[src/hw/crs_pkg.sv]
// Purpose: shared constants and types of the conversion readback sequencer
// Assumes: one serial word of 32 bits per chip-select low period
// Notes:   crc polynomial is a parameter of plain default
package crs_pkg;
  localparam int          FRAME_BITS     = 32;
  localparam int          CRC_BITS       = 12;
  localparam logic [4:0]  ADDR_BCAST     = 5'h1f;
  localparam logic [5:0]  REG_CONV_CTRL  = 6'h3d;
  localparam logic [5:0]  REG_PAGE_SEL   = 6'h3e;
  localparam logic [5:0]  REG_READ_SEL   = 6'h3f;
  localparam logic [7:0]  CONV_START     = 8'h01;
  localparam logic [7:0]  CONV_SECONDARY = 8'h02;
  localparam logic [7:0]  CONV_EXIT      = 8'h04;
  localparam logic [7:0]  CONV_CTRL_RST  = 8'h00;
  localparam logic [7:0]  PAGE_SEL_RST   = 8'h00;
  localparam logic [7:0]  READ_SEL_RST   = 8'hff;
  localparam logic [4:0]  DEV_ID_RST     = 5'h00;
  localparam int          PRIMARY_CNT    = 18;
  localparam int          SECONDARY_CNT  = 10;
  localparam logic [11:0] CRC_POLY       = 12'h80f;
  localparam logic [11:0] CRC_INIT       = 12'h000;

  typedef struct packed {
    logic [4:0]  dev_addr;
    logic        wr;
    logic [5:0]  reg_addr;
    logic [7:0]  data;
    logic [11:0] crc;
  } crs_cmd_s;

  typedef enum logic [2:0] {
    CRS_CMD32 = 3'b001,
    CRS_PRIM  = 3'b010,
    CRS_SEC   = 3'b100
  } crs_mode_e;
endpackage

[src/hw/crs_sequencer.sv]
// Purpose: serial command decode and conversion readback of one device
// Assumes: sclk/cs/mosi sampled synchronously to sys_clk; chain link is
//          word-wide: downstream words arrive on chain_in_* for relaying
// Notes:   results come from the converter as a flat array input
module crs_sequencer (
  input  wire logic                     sys_clk,
  input  wire logic                     reset_n,
  input  wire logic                     sclk,
  input  wire logic                     cs_n,
  input  wire logic                     mosi,
  output logic                          miso,
  input  wire logic [crs_pkg::PRIMARY_CNT*16-1:0]   prim_results,
  input  wire logic [crs_pkg::SECONDARY_CNT*16-1:0] sec_results,
  input  wire logic                     conv_done,
  input  wire logic                     chain_in_valid,
  input  wire logic [31:0]              chain_in_word,
  output logic                          conv_start,
  output logic [7:0]                    page_sel,
  output logic [1:0]                    read_mode,
  output logic                          crc_error
);
  import crs_pkg::*;

  logic [31:0]     shift_in_ff;
  logic [31:0]     shift_out_ff;
  logic [5:0]      bit_cnt_ff;
  logic            sclk_d_ff;
  logic            cs_d_ff;
  logic [7:0]      conv_ctrl_ff;
  logic [7:0]      page_sel_ff;
  logic [7:0]      read_sel_ff;
  logic [7:0]      reg_rd_val;
  crs_mode_e       mode_ff;
  logic [4:0]      res_idx_ff;
  logic            conv_busy_ff;
  logic            conv_start_ff;
  logic            crc_err_ff;
  logic            fetched_ff;
  logic [31:0]     chain_word_ff;
  logic            chain_have_ff;
  logic [11:0]     crc_calc;
  logic            frame_end;
  logic            rise;
  logic            fall;
  logic [31:0]     word;
  crs_cmd_s        cmd;
  logic            for_us;
  logic [31:0]     own_word;
  logic [15:0]     res_val;

  assign rise = sclk && !sclk_d_ff && !cs_n;
  assign fall = !sclk && sclk_d_ff && !cs_n;
  // a frame counts only if exactly 32 clocks were framed
  assign frame_end = cs_n && !cs_d_ff && (bit_cnt_ff == 6'(FRAME_BITS));
  assign word = shift_in_ff;
  assign cmd  = crs_cmd_s'(word);
  assign for_us = (cmd.dev_addr == ADDR_BCAST) || (cmd.dev_addr == DEV_ID_RST);

  // serial crc over the leading address, flag, register and data bits
  always_comb begin
    logic fb;
    fb = 1'b0;
    crc_calc = CRC_INIT;
    for (int i = 31; i >= CRC_BITS; i--) begin
      fb = word[i] ^ crc_calc[CRC_BITS-1];
      crc_calc = {crc_calc[CRC_BITS-2:0], 1'b0};
      if (fb) begin
        crc_calc = crc_calc ^ CRC_POLY;
      end
    end
  end

  // null words carry zero crc and are never acted upon
  logic cmd_ok;
  assign cmd_ok = frame_end && cmd.wr && for_us && (crc_calc == cmd.crc);

  always_ff @(posedge sys_clk or negedge reset_n) begin
    if (!reset_n) begin
      sclk_d_ff <= 1'b0;
      cs_d_ff   <= 1'b1;
    end else begin
      sclk_d_ff <= sclk;
      cs_d_ff   <= cs_n;
    end
  end

  always_ff @(posedge sys_clk or negedge reset_n) begin
    if (!reset_n) begin
      shift_in_ff <= '0;
      bit_cnt_ff  <= '0;
    end else if (cs_n && !cs_d_ff) begin
      bit_cnt_ff <= '0;
    end else if (rise) begin
      shift_in_ff <= {shift_in_ff[30:0], mosi};
      if (bit_cnt_ff != 6'h3f) begin
        bit_cnt_ff <= bit_cnt_ff + 6'h01;
      end
    end
  end

  always_ff @(posedge sys_clk or negedge reset_n) begin
    if (!reset_n) begin
      crc_err_ff <= 1'b0;
    end else if (frame_end) begin
      crc_err_ff <= (word != '0) && (crc_calc != cmd.crc);
    end
  end

  // register writes; page select is reachable on either page
  always_ff @(posedge sys_clk or negedge reset_n) begin
    if (!reset_n) begin
      conv_ctrl_ff <= CONV_CTRL_RST;
      page_sel_ff  <= PAGE_SEL_RST;
      read_sel_ff  <= READ_SEL_RST;
    end else if (cmd_ok) begin
      case (cmd.reg_addr)
        REG_CONV_CTRL: conv_ctrl_ff <= cmd.data;
        REG_PAGE_SEL:  page_sel_ff  <= cmd.data;
        REG_READ_SEL:  read_sel_ff  <= cmd.data;
        default: ;
      endcase
    end
  end

  // upper two bits of the read register are ignored; unknown addresses read 0
  always_comb begin
    reg_rd_val = '0;
    case (read_sel_ff[5:0])
      REG_CONV_CTRL: reg_rd_val = conv_ctrl_ff;
      REG_PAGE_SEL:  reg_rd_val = page_sel_ff;
      REG_READ_SEL:  reg_rd_val = read_sel_ff;
      default:       reg_rd_val = '0;
    endcase
  end

  always_ff @(posedge sys_clk or negedge reset_n) begin
    if (!reset_n) begin
      conv_start_ff <= 1'b0;
    end else begin
      conv_start_ff <= cmd_ok && (cmd.reg_addr == REG_CONV_CTRL)
                       && cmd.data[0] && (mode_ff == CRS_CMD32);
    end
  end

  always_ff @(posedge sys_clk or negedge reset_n) begin
    if (!reset_n) begin
      conv_busy_ff <= 1'b0;
    end else if (conv_start_ff) begin
      conv_busy_ff <= 1'b1;
    end else if (conv_done) begin
      conv_busy_ff <= 1'b0;
    end
  end

  // mode and result pointer
  always_ff @(posedge sys_clk or negedge reset_n) begin
    if (!reset_n) begin
      mode_ff    <= CRS_CMD32;
      res_idx_ff <= '0;
    end else begin
      case (mode_ff)
        CRS_CMD32: begin
          if (conv_start_ff) begin
            mode_ff    <= CRS_PRIM;
            res_idx_ff <= '0;
          end
        end
        CRS_PRIM, CRS_SEC: begin
          if (cmd_ok && cmd.reg_addr == REG_CONV_CTRL
              && cmd.data == CONV_EXIT) begin
            mode_ff <= CRS_CMD32;
          end else if (cmd_ok && cmd.reg_addr == REG_CONV_CTRL
                       && cmd.data == CONV_SECONDARY) begin
            mode_ff    <= CRS_SEC;
            res_idx_ff <= '0;
          end else if (fetched_ff && frame_end) begin
            res_idx_ff <= res_idx_ff + 5'h01;
          end
        end
        default: mode_ff <= CRS_CMD32;
      endcase
    end
  end

  // own results go first once the conversion is done; before that, and once they are exhausted, relay words from above
  always_comb begin
    res_val = '0;
    if (mode_ff == CRS_PRIM && res_idx_ff < 5'(PRIMARY_CNT)) begin
      res_val = prim_results[res_idx_ff*16 +: 16];
    end else if (mode_ff == CRS_SEC && res_idx_ff < 5'(SECONDARY_CNT)) begin
      res_val = sec_results[res_idx_ff*16 +: 16];
    end
  end
  assign own_word = {DEV_ID_RST, 3'b000, res_idx_ff, 3'b000, res_val};

  always_ff @(posedge sys_clk or negedge reset_n) begin
    if (!reset_n) begin
      chain_word_ff <= '0;
      chain_have_ff <= 1'b0;
    end else if (chain_in_valid) begin
      chain_word_ff <= chain_in_word;
      chain_have_ff <= 1'b1;
    end else if (cs_d_ff && !cs_n) begin
      chain_have_ff <= 1'b0;
    end
  end

  // load on chip-select fall; once the conversion is done, master data precedes every slave's
  always_ff @(posedge sys_clk or negedge reset_n) begin
    if (!reset_n) begin
      shift_out_ff <= '0;
      fetched_ff   <= 1'b0;
    end else if (cs_d_ff && !cs_n) begin
      if (mode_ff == CRS_CMD32) begin
        shift_out_ff <= {DEV_ID_RST, 19'h0, reg_rd_val};
        fetched_ff   <= 1'b0;
      // a frame read while converting shifts the held chain word, or zeros if none, and keeps the pointer
      end else if (!conv_busy_ff
                   && ((mode_ff == CRS_PRIM && res_idx_ff < 5'(PRIMARY_CNT))
                   || (mode_ff == CRS_SEC
                       && res_idx_ff < 5'(SECONDARY_CNT)))) begin
        shift_out_ff <= own_word;
        fetched_ff   <= 1'b1;
      end else begin
        shift_out_ff <= chain_have_ff ? chain_word_ff : '0;
        fetched_ff   <= 1'b0;
      end
    end else if (fall) begin
      shift_out_ff <= {shift_out_ff[30:0], 1'b0};
    end
  end

  assign miso       = shift_out_ff[31];
  assign conv_start = conv_start_ff;
  assign page_sel   = page_sel_ff;
  assign read_mode  = {mode_ff == CRS_SEC, mode_ff != CRS_CMD32};
  assign crc_error  = crc_err_ff;
endmodule

[config.mk]
export PLATFORM = sky130hd
export DESIGN_NAME = crs_sequencer
export DESIGN_NICKNAME = d
export VERILOG_FILES = /design/src/hw/crs_pkg.sv /design/src/hw/crs_sequencer.sv
export SDC_FILE = /design/constraint.sdc
export NUM_CORES = 1
export LEC_CHECK = 0
export ABC_AREA = 1
export BUFFER_PORTS_ARGS = -buffer_cell sky130_fd_sc_hd__buf_2
export CAP_MARGIN = 15
export CORE_AREA = 5 5 190 192
export CTS_CLUSTER_SIZE = 16
export DETAILED_ROUTE_END_ITERATION = 12
export DIE_AREA = 0 0 195 197
export PLACE_DENSITY = 0.64
export REMOVE_ABC_BUFFERS = 1
export SLEW_MARGIN = 20
export SYNTH_ARGS = -nofsm -noshare
export SYNTH_HDL_FRONTEND = slang
export SYNTH_SLANG_ARGS = --single-unit
[constraint.sdc]
create_clock -name sys_clk -period 2.9 [get_ports sys_clk]
set_clock_uncertainty 0.15 [all_clocks]
set_input_delay 0 -clock sys_clk [delete_from_list [all_inputs] [get_ports sys_clk]]
set_output_delay 0 -clock sys_clk [all_outputs]
set_load 0.05 [all_outputs]
==> summary.txt, run 1 <==
Status: complete, but fails checks
Failing checks: setup timing
Via count: 15050
Final setup TNS: -3312 ps
Peak Freq: 0.3268 GHz
1st-pass router iterations: 6
PwrDens: 446.8 nW/um^2
Post-Synthesis Cell Area: 11050 um^2
CTS tree: done
Initial antenna violation count: 23
Crit start category: flop
#FFs+latches synth: 141
Count leader, synth: nand2_1
Share of cells above drive strength 1: 0.3224
Hold Path Class: in -> reg
Worst Setup Path Type: reg -> reg
Clock root buffer: clkbuf_16
Setup violators final: 32
Final design utilization: 0.4783
Simple-Gate Fraction of Synth Area: 0.2946
Placed wire-length estimate: 48880 um
Initial Utilization: 0.3230
Mux share of post-synthesis cell area: 0.006342
Max Slew Vio Count: 0
Port Buffer Count: 499
Antenna Nets Post-Route: 0
DR WL/cell: 21.81 um
Final instance area: 16360 um^2
CP max stage cell: dfrtp_1
Die width: 195 um
Core Rows: 68
Peak VDD IR: 454.5 uV
RePlAce Congestion: 1.046
CP Capture Type: flop
WP buf/inv: 6
Post-Synthesis Cells: 1724
DRC errors left: 0
Worst skew pair latency: 430 ps
# clock sinks: 141
Syn_area_per_cell: 6.408 um^2
Tot GR Track Use: 0.2958
Cell family with most CP delay: simple AND/OR/NAND/NOR gates
Top-area cell type share of the netlist area: 0.2967
Largest net degree at the start of global routing: 63
Adder-cell area share of the yosys netlist: 0.004530
Max-cap violations: 0
Final WS setup: -159.9 ps
Warnings from Yosys: 0
Final hold violations: 0
Die height: 197 um
H-tree depth: 4
Clk slew on worst S/H paths: 70 ps
DRT iter0 DRCs: 1147
Seq/Total Area, Yosys: 0.3205
Count of different cell masters after synthesis: 45
Core area: 34200 um^2
I/O pins: 500
Slew headroom: 0.5703
LEAKAGE: 0.007901 uW
Synth area leader: dfrtp_1
Commonest cells post-synth: nand2_1, o21ai_0, nor2_1, dfrtp_1, clkbuf_1
Synth Area in XOR/XNOR: 0.01574
Slew @ Worst Pin: 636.5 ps
Placed instance area: 14610 um^2
Synth area leaders: dfrtp_1, nand2_1, o21ai_0
DRT Wirelength: 60780 um
Final min period: 3060 ps
Total grt overflow: 0
CP most frequent cell: nand2_1
Tcrit/Tclk final: 1.055
Synth Flop Type: dfrtp_1
Area grow syn2layout: 48.06%
RSZ-0062 raised after global routing: true
Vias in the first global route: 14480
Fraction of registers with async set/reset: 1.000
Synth Area in Compound Gates: 0.2813
Worst Path Arrival: 3230 ps
Clock Path Buffers: 2
First-pass GRT wire length: 88170 um
Largest stage delay, worst path: 370 ps
Via density: 5.399
CTS buffer count: 17
Die area: 38420 um^2
Number of flops mapped to enable cells by yosys: 0
CP Data Required Time: 3070 ps
Largest family of logic cells by synthesized area: simple AND/OR/NAND/NOR gates
Max FO, Critical Path: 8
Total Nets Final: 2792
-- placed cells by master, fill, tap and decap left out, types with 6 or more instances in the layout --
cell           instances
a21oi_1               60
a221oi_1               6
buf_12                15
buf_2                498
buf_4                 94
clkbuf_16             18
dfrtp_1              127
dfstp_2               10
diode_2               18
dlygate4sd3_1         62
inv_1                 91
inv_2                  9
inv_8                  6
mux2i_1                7
nand2_1              415
nand2_2               32
nand2_4                8
nand3_1               55
nand3_2               13
nand4_1                8
nor2_1               235
nor3_1                 7
nor4_1                10
o2111ai_1              7
o211ai_1              44
o21ai_0              274
o21ai_1               18
o221ai_1              39
o22ai_1               27
o311ai_0              18
xor2_1                14
-- logic make-up after synthesis --
family | count (synthesis)
and+or+nand+nor | 805
AOI/OAI and AO/OA | 524
buffers and inverters | 224
DFF | 141
xor gates and xnor gates | 19
muxes | 7
adders and majority gates | 4
-- worst reg2reg max path: cells and delay by family, from the launching register on --
kind | cells | cell delay (ps)
and+or+nand+nor | 18 | 1470
adders and majority gates | 1 | 330
buffers and inverters | 6 | 590
DFF | 1 | 370
AOI/OAI and AO/OA | 1 | 50
-- area by class of cell --
| type | count | area (um^2) |
|---|---|---|
| inverters | 106 | 407.9 |
| repair buffers | 676 | 4228 |
| fillers | 3567 | 17840 |
| multi-input cells | 1359 | 6938 |
| flip-flops and latches | 141 | 3548 |
| clock inverters | 15 | 196.4 |
| well taps | 455 | 569.3 |
| diodes | 18 | 45.04 |
| clock buffers | 17 | 425.4 |
-- power by group --
group	switching, uW	internal, uW
Clock	1020	1250
Sequential	189	2170
Combinational	1550	1130
-- timing repair --
| item | CTS | global route |
|---|---|---|
| hold endpoints to repair | 181 | 0 |
| setup buffers | 7 | 4 |
| setup endpoints to repair | 32 | 40 |
| cloned | 1 | 1 |
| pin swaps | 15 | 34 |
| gates resized for setup | 31 | 56 |
| hold buffers | 63 | 0 |
-- path summary, 6_finish.rpt --
check | from | cells after the start | slack (ps) | endpoint
setup / recovery | cmd[31]$_DFFE_PN0P_ | 26 | -160 | page_sel[7]$_DFFE_PN0P_
hold / removal | prim_results[287] | 7 | 20 | shift_out_ff[15]$_DFFE_PN0P_
setup reg to reg | cmd[31]$_DFFE_PN0P_ | 26 | -160 | page_sel[7]$_DFFE_PN0P_
hold reg to reg | chain_word_ff[18]$_DFFE_PN0P_ | 2 | 330 | chain_word_ff[18]$_DFFE_PN0P_
max in group asynchronous | reset_n | 4 | 1510 | cs_d_ff$_DFF_PN1_
min in group asynchronous | reset_n | 3 | 430 | cmd[21]$_DFFE_PN0P_
-- layer usage --
metal	wire (um)	up-vias	track usage	part of all wire
li1	-	7071	-	-
met1	24900	7222	0.3911	0.41
met2	29510	638	0.4929	0.49
met3	4562	113	0.05590	0.075
met4	1761	4	0.09258	0.029
met5	40	-	0	0.00066
-- sequential cells by signal, indices dropped and copies added (netlist names), 3 cells and up --
signal / flops
mode_ff: 3
res_idx_ff: 5
bit_cnt_ff: 6
cmd: 32
read_sel_ff: 8
conv_ctrl_ff: 8
shift_out_ff: 32
chain_word_ff: 32
page_sel: 8
-- through the flow --
stage / worst slack (ps) / hold WS [ps] / total power (uW) / cells
after global routing: -375.9 / 49.89 / 7760 / 2785
after CTS: -56.86 / 2.235 / 7011 / 2764
final: -159.9 / 15.16 / 7309 / 2787
after global placement: -124.9 / -130.9 / 4516 / 2661
after detailed placement: -173.2 / -129.1 / 4540 / 2661
after floorplan: -5939 / -445.6 / 3571 / 1606
Note: power is estimated with default switching activity, not from simulation.
==> run 2, diff against run 1 <==
Settings changed: CORE_AREA 5 5 190 192 to 2 2 193 195, PLACE_DENSITY 0.64 to 0.61.
==> run 2 against run 1 <==
The run still ends with setup timing left. Clock power hardly changed. Cell count is 0.57% lower. Power is 1.3% lower. Global-route usage down 0.43 points. Wire length down 4.2%. Utilization down 3.8 points. Register-to-register slack improved by 110 ps. Clock-buffer cell count grew 2. Final area is 2.3% lower. Combinational power shrank 3%. Via count is 0.87% lower.
==> summary.txt, run 2 (synthesis results as in run 1) <==
Status: complete, but fails checks
Failing checks: setup timing
Largest stage delay, worst path: 360 ps (about the same)
Routed wire length on met2: 27560 um (-6.6%)
Cells on worst reg2reg path: 24 (-7.7%)
First-pass GRT wire length: 84780 um (-3.8%)
Tcrit/Tclk final: 1.016 (-0.03877)
DRT Wirelength: 58200 um (-4.2%)
Placed wire-length estimate: 46150 um (-5.6%)
Total chip power: 7210 uW (-1.3%)
Final instance area: 15980 um^2 (-2.3%)
CP max stage cell: dfrtp_1
Commonest non-fill, non-tap cell in the layout: buf_2
Max FO, Critical Path: 5 (-3)
Met3 Routed Length: 4252 um (-6.8%)
Peak VDD IR: 398.8 uV (-12%)
Via count: 14920 (-0.87%)
Worst Path Arrival: 3150 ps (-80 ps)
Clk slew on worst S/H paths: 70 ps (about the same)
Peak Freq: 0.3393 GHz (+3.8%)
Clock Path Buffers: 2 (unchanged)
Crit start category: flop
Area grow syn2layout: 44.65%
Slew @ Worst Pin: 792.2 ps (+155.7 ps)
Hold Startpoint: chain_in_valid
Tot GR Track Use: 0.2915 (-0.004302)
CTS buffer count: 17 (unchanged)
CP Data Required Time: 3110 ps (+40 ps)
Commonest cells after routing, fill and taps aside: buf_2, nand2_1, o21ai_0, nor2_1, dfrtp_1
Total grt overflow: 0 (unchanged)
RSZ-0062 raised after global routing: true
Core area: 36260 um^2 (+6.0%)
Worst path cell trace: inv_2, ha_4, inv_6, nor2_4, nor2_1, nand2_1, nand2_2, nand2_2, nand2_1, nand2_2, nand2_1, nand2_1, nand2_2, inv_1, nand2_2, nand3_1, nand3_1, nand2_2, nand3_2, nor2_4, nand4_1, nand3b_1, nand2_1, nand2_1
Die height: 197 um (unchanged)
Hold Path Class: in -> reg
RePlAce Congestion: 1.091 (+4.3%)
Antenna Nets Post-Route: 0 (unchanged)
CTS tree: done
Total Nets Final: 2759 (-1.2%)
Initial Utilization: 0.3047 (-0.01832)
DRC errors left: 0 (unchanged)
WP buf/inv: 3 (-3)
Worst skew pair latency: 430 ps (about the same)
1st-pass router iterations: 7 (+1)
LEAKAGE: 0.007731 uW (-2.1%)
CP Capture Type: flop
Max-cap violations: 0 (unchanged)
Die area: 38420 um^2 (unchanged)
Setup violators final: 5 (-84%)
# clock sinks: 141 (unchanged)
Clock root buffer: clkbuf_16
R2R setup slack: -50 ps (+110 ps)
Core Rows: 70 (+2.9%)
Vias in the first global route: 14230 (-1.8%)
Cell family with most CP delay: simple AND/OR/NAND/NOR gates
Final design utilization: 0.4408 (-0.03752)
Via density: 5.383 (-0.30%)
Final WS setup: -47.45 ps (+112.4 ps)
Worst Setup Path Type: reg -> reg
Placed instance area: 14550 um^2 (-0.38%)
Max Slew Vio Count: 0 (unchanged)
CP Capture Point: res_idx_ff[0]$_DFFE_PN0P_
DR WL/cell: 21.00 um (-3.7%)
Share of cells above drive strength 1: 0.3135 (-0.008926)
Largest net degree at the start of global routing: 80 (+27%)
Slew headroom: 0.4652 (-0.1051)
Number of cells on the critical path: 24 (-7.7%)
Final min period: 2947 ps (-112.4 ps)
PwrDens: 451.2 nW/um^2 (+0.98%)
Final hold violations: 0 (unchanged)
Pre-CTS setup slack: -172.7 ps (+0.4390 ps)
Highest Signal Layer: met5
Worst Setup SP: cmd[31]$_DFFE_PN0P_
Port Buffer Count: 499 (unchanged)
Die width: 195 um (unchanged)
Worst r2r src: cmd[31]$_DFFE_PN0P_
Crit Reg-Reg Endpoint: res_idx_ff[0]$_DFFE_PN0P_
Initial antenna violation count: 24 (+4.3%)
Total of fill cells in the finished design: 3807 (+6.7%)
H-tree depth: 4 (unchanged)
I/O pins: 500 (unchanged)
Met1 wire length: 23850 um (-4.2%)
DRT iter0 DRCs: 1042 (-9.2%)
==> run 2: cell count changes in the layout (fill, tap and decap cells not counted), sizes merged <==
cell,previous run,this run
buf,613,597
bufinv,1,3
clkbuf,18,19
clkinv,8,11
clkinvlp,1,2
diode,18,22
dlygate4sd3,62,46
inv,111,103
==> run 2: final cells by class <==
class | instances | area (um^2) | share of cell area
Multi-Input combinational cell | 1359 | 6899 | 0.4317
Timing Repair Buffer | 643 | 3879 | 0.2427
Sequential cell | 141 | 3547 | 0.2220
Tap cell | 468 | 585.6 | 0.03664
Clock buffer | 19 | 432.9 | 0.02709
Inverter | 106 | 415.4 | 0.02599
Clock inverter | 13 | 167.7 | 0.01049
Antenna cell | 22 | 55.05 | 0.003445
==> run 2: worst min-delay path by stage <==
stage                                     to  cells after the start  slack [ps]
2_1_floorplan      bit_cnt_ff[0]$_DFFE_PN0P_                      0        -450
3_3_place_gp       bit_cnt_ff[0]$_DFFE_PN0P_                      1         -50
3_5_place_dp       bit_cnt_ff[0]$_DFFE_PN0P_                      1         -50
4_1_cts        chain_word_ff[16]$_DFFE_PN0P_                      4           3
5_1_grt        chain_word_ff[27]$_DFFE_PN0P_                      4          40
6_report       chain_word_ff[27]$_DFFE_PN0P_                      4           4
==> run 2: per-layer routing <==
metal / up-vias / track usage
li1: 7005 / -
met1: 7140 / 0.3658
met2: 669 / 0.4738
met3: 101 / 0.06776
met4: 2 / 0.1391
met5: - / 0
==> run 2: through the flow <==
stage	setup TNS, ps	hold slack [ps]	std cells
CTS	-229.8	2.515	2748
global route	-8364	35.35	2770
floorplan	-159350	-445.6	1606
global placement	-623.0	-54.67	2665
finish	-178.2	3.798	2771
detailed placement	-1624	-51.57	2665
==> run 2: power breakdown <==
group,internal [uW],leakage (uW),total [uW],switching [uW]
registers,2170,0.00175,2350,178
clock network,1360,0.000288,2270,905
logic,1110,0.00569,2590,1490
==> run 2: repair_timing <==
action | 4_1_cts | 5_1_grt
setup endpoints to repair | 32 | 38
endpoints found under the hold margin | 89 | 0
pin swaps | 20 | 15
hold buffers | 46 | 0
resized for setup | 32 | 38
buffers inserted | 5 | 1
==> run 2: tightest hold or removal path, stage by stage <==
cell	delay (ps)
buf_2	110
buf_4	260
nand2_1	110
nand2_1	50
==> run 3, diff against run 2 <==
Settings changed: ABC_AREA 1 to not set, CORE_AREA 2 2 193 195 to 2 2 196 198, DIE_AREA 0 0 195 197 to 0 0 198 200, PLACE_DENSITY 0.61 to 0.58.
==> run 3 against run 2 <==
The run ends with hold timing, setup timing left. Maximum frequency is 1.2% higher. First-iteration DRC count is 38% lower. Utilization is 3.1 points lower. Cell count is 28% lower. Final area is 4.0% lower. Sequential power is 3% lower. Combinational power is 49% lower. Clock power is 5% lower. Non-clock buffer count is 13 lower. Critical endpoint unchanged. Setup slack better by 36 ps.
==> summary.txt, run 3 <==
Status: complete, but fails checks
Failing checks: hold timing, setup timing
Tcrit/Tclk final: 1.004 (-0.01233)
Initial Utilization: 0.2817 (-0.02297)
# clock sinks: 141 (unchanged)
Synth area leaders: dfrtp_1, mux4_2, mux2_2
Commonest non-fill, non-tap cell in the layout: buf_2
Tot GR Track Use: 0.2277 (-0.06380)
Core Rows: 71 (+1.4%)
Max Slew Vio Count: 0 (unchanged)
Total chip power: 5746 uW (-20%)
Die height: 200 um (+1.5%)
Vias in the first global route: 10470 (-26%)
Placed wire-length estimate: 36860 um (-20%)
Worst Setup Path Type: reg -> reg
Fraction of registers with async set/reset: 1.000 (unchanged)
H-tree depth: 4 (unchanged)
Final instance area: 15340 um^2 (-4.0%)
Worst skew pair latency: 420 ps (about the same)
Worst Path Arrival: 3070 ps (-80 ps)
Final setup TNS: -11.69 ps (+166.5 ps)
Total of fill cells in the finished design: 3685 (-3.2%)
Max-cap violations: 0 (unchanged)
Core area: 37400 um^2 (+3.1%)
DRC errors left: 0 (unchanged)
Antenna Nets Post-Route: 0 (unchanged)
Peak Freq: 0.3434 GHz (+1.2%)
Synth area leader: dfrtp_1
Commonest cells post-synth: dfrtp_1, mux4_2, mux2_2, mux2i_1, o21ai_0
DR WL/cell: 23.25 um (+11%)
Worst r2r src: cmd[22]$_DFFE_PN0P_
Share of cells above drive strength 1: 0.5999 (+0.2864)
RePlAce Congestion: 0.9409 (-14%)
Commonest cells after routing, fill and taps aside: buf_2, dfrtp_1, mux4_2, mux2_2, buf_4
#FFs+latches synth: 141 (unchanged)
Count of different cell masters after synthesis: 62 (+38%)
Syn_area_per_cell: 11.85 um^2 (+85%)
Top-area cell type share of the netlist area: 0.3111 (+0.01441)
Post-Synthesis Cells: 889 (-48%)
Seq/Total Area, Yosys: 0.3361 (+0.01557)
Slew @ Worst Pin: 928.7 ps (+136.5 ps)
Final min period: 2912 ps (-35.76 ps)
Max FO, Critical Path: 6 (+1)
RSZ-0062 raised after global routing: true
Die width: 198 um (+1.5%)
First-pass GRT wire length: 66300 um (-22%)
CP Capture Type: flop
I/O pins: 500 (unchanged)
Min Hold Slack: -25.19 ps (-28.99 ps)
Peak VDD IR: 377.7 uV (-5.3%)
Via count: 10240 (-31%)
Number of flops mapped to enable cells by yosys: 0 (unchanged)
DRT Wirelength: 46120 um (-21%)
CTS buffer count: 17 (unchanged)
Total grt overflow: 0 (unchanged)
R2R setup slack: -10 ps (+40 ps)
1st-pass router iterations: 6 (-1)
CP Data Required Time: 3060 ps (-50 ps)
Die area: 39600 um^2 (+3.1%)
Initial antenna violation count: 6 (-75%)
Final hold violations: 13 (+13)
Clock root buffer: clkbuf_16
Final design utilization: 0.4101 (-0.03063)
Port Buffer Count: 499 (unchanged)
LEAKAGE: 0.006751 uW (-13%)
Setup violators final: 1 (-4)
Clock Path Buffers: 2 (unchanged)
Placed instance area: 13970 um^2 (-4.0%)
CP Capture Point: res_idx_ff[0]$_DFFE_PN0P_
Slew headroom: 0.3809 (-0.08429)
Via density: 5.163 (-4.1%)
CTS tree: done
Cells on worst reg2reg path: 11 (-54%)
Hold Path Class: in -> async
Total Nets Final: 1945 (-30%)
Worst Setup SP: cmd[22]$_DFFE_PN0P_
Crit start category: flop
Area grow syn2layout: 45.58%
PwrDens: 374.6 nW/um^2 (-17%)
Count leader, synth: dfrtp_1
Warnings from Yosys: 0 (unchanged)
Clk slew on worst S/H paths: 70 ps (about the same)
Crit Reg-Reg Endpoint: res_idx_ff[0]$_DFFE_PN0P_
Largest net degree at the start of global routing: 60 (-25%)
DRT iter0 DRCs: 644 (-38%)
Final WS setup: -11.69 ps (+35.76 ps)
Post-Synthesis Cell Area: 10540 um^2 (-4.6%)
Synth Flop Type: dfrtp_1
run 3: cell count changes in the layout (fill, tap and decap cells not counted), moves of 84 or more:
cell     before  now
mux4_2        0  106
mux2_2        0   89
nand2_1     417   53
o21ai_0     273   51
nor2_1      234   45
inv_1        94   10
run 3: routing by layer:
| layer | routed length (um) | track usage | part of all wire |
|---|---|---|---|
| met3 | 3304 | 0.06653 | 0.072 |
| met1 | 19000 | 0.2928 | 0.41 |
| met2 | 23080 | 0.3822 | 0.50 |
| met4 | 630 | 0.04205 | 0.014 |
| met5 | 111 | 0.01852 | 0.0024 |
run 3: final cells by class:
class / instances / area, um^2 / share of cell area
multi-input combinational: 652 / 6755 / 0.4404
timing repair buffer: 630 / 3755 / 0.2448
sequential: 141 / 3553 / 0.2317
tap: 511 / 639.4 / 0.04168
clock buffer: 19 / 442.9 / 0.02888
clock inverter: 13 / 132.6 / 0.008647
inverter: 12 / 45.04 / 0.002937
antenna: 6 / 15.01 / 0.0009789
run 3: critical path: stages, from the launching register on:
cell and delay, ps:
dfrtp_1 410, buf_4 170, xnor3_4 480, xnor2_2 230
and3_1 220, o211ai_2 140, buf_4 170, nor4_4 140
buf_6 170, a31o_4 170, o22ai_2 80, mux2_4 270
run 3: power breakdown:
group | internal, uW | leakage (uW) | switching (uW)
registers | 2140 | 0.00176 | 144
logic | 756 | 0.00472 | 551
clock network | 1220 | 0.000269 | 928
total | 4120 | 0.00675 | 1620
run 3: cell families (layout without fill, tap and decap cells):
logic type               after synthesis  count (layout)  synth area share
other                                  0               6                 0
AO/OA/AOI/OAI                        178             178            0.1033
multiplexers                         262             262            0.3857
flip-flops                           141             141            0.3361
AND/OR/NAND/NOR                      168             168           0.07826
XOR/XNOR                              40              40           0.04964
buffers and inverters                 96             674           0.04228
adder cells (fa/ha/maj)                4               4          0.004750
run 3: how the worst min path moves through the flow:
stage | to | startpoint | slack (ps)
finish | chain_word_ff[7]$_DFFE_PN0P_ | reset_n | -30
global route | cmd[25]$_DFFE_PN0P_ | reset_n | 30
CTS | chain_word_ff[7]$_DFFE_PN0P_ | reset_n | 10
detailed placement | cmd[4]$_DFFE_PN0P_ | reset_n | -130
global placement | chain_word_ff[7]$_DFFE_PN0P_ | reset_n | -140
floorplan | bit_cnt_ff[0]$_DFFE_PN0P_ | reset_n | -450
run 3: through the flow:
| step | cells | setup WS (ps) |
|---|---|---|
| after global routing | 1978 | -91.02 |
| after global placement | 1894 | -89.05 |
| after CTS | 1966 | 4.984 |
| after detailed placement | 1894 | -132.2 |
| after floorplan | 805 | -4125 |
| final | 1984 | -11.69 |
run 3: repair_timing:
item	CTS	global route
buffers inserted	2	11
hold endpoints to repair	156	0
setup endpoints to repair	21	33
cloned	1	1
pin swaps	5	30
hold buffers	37	0
resized for setup	11	44
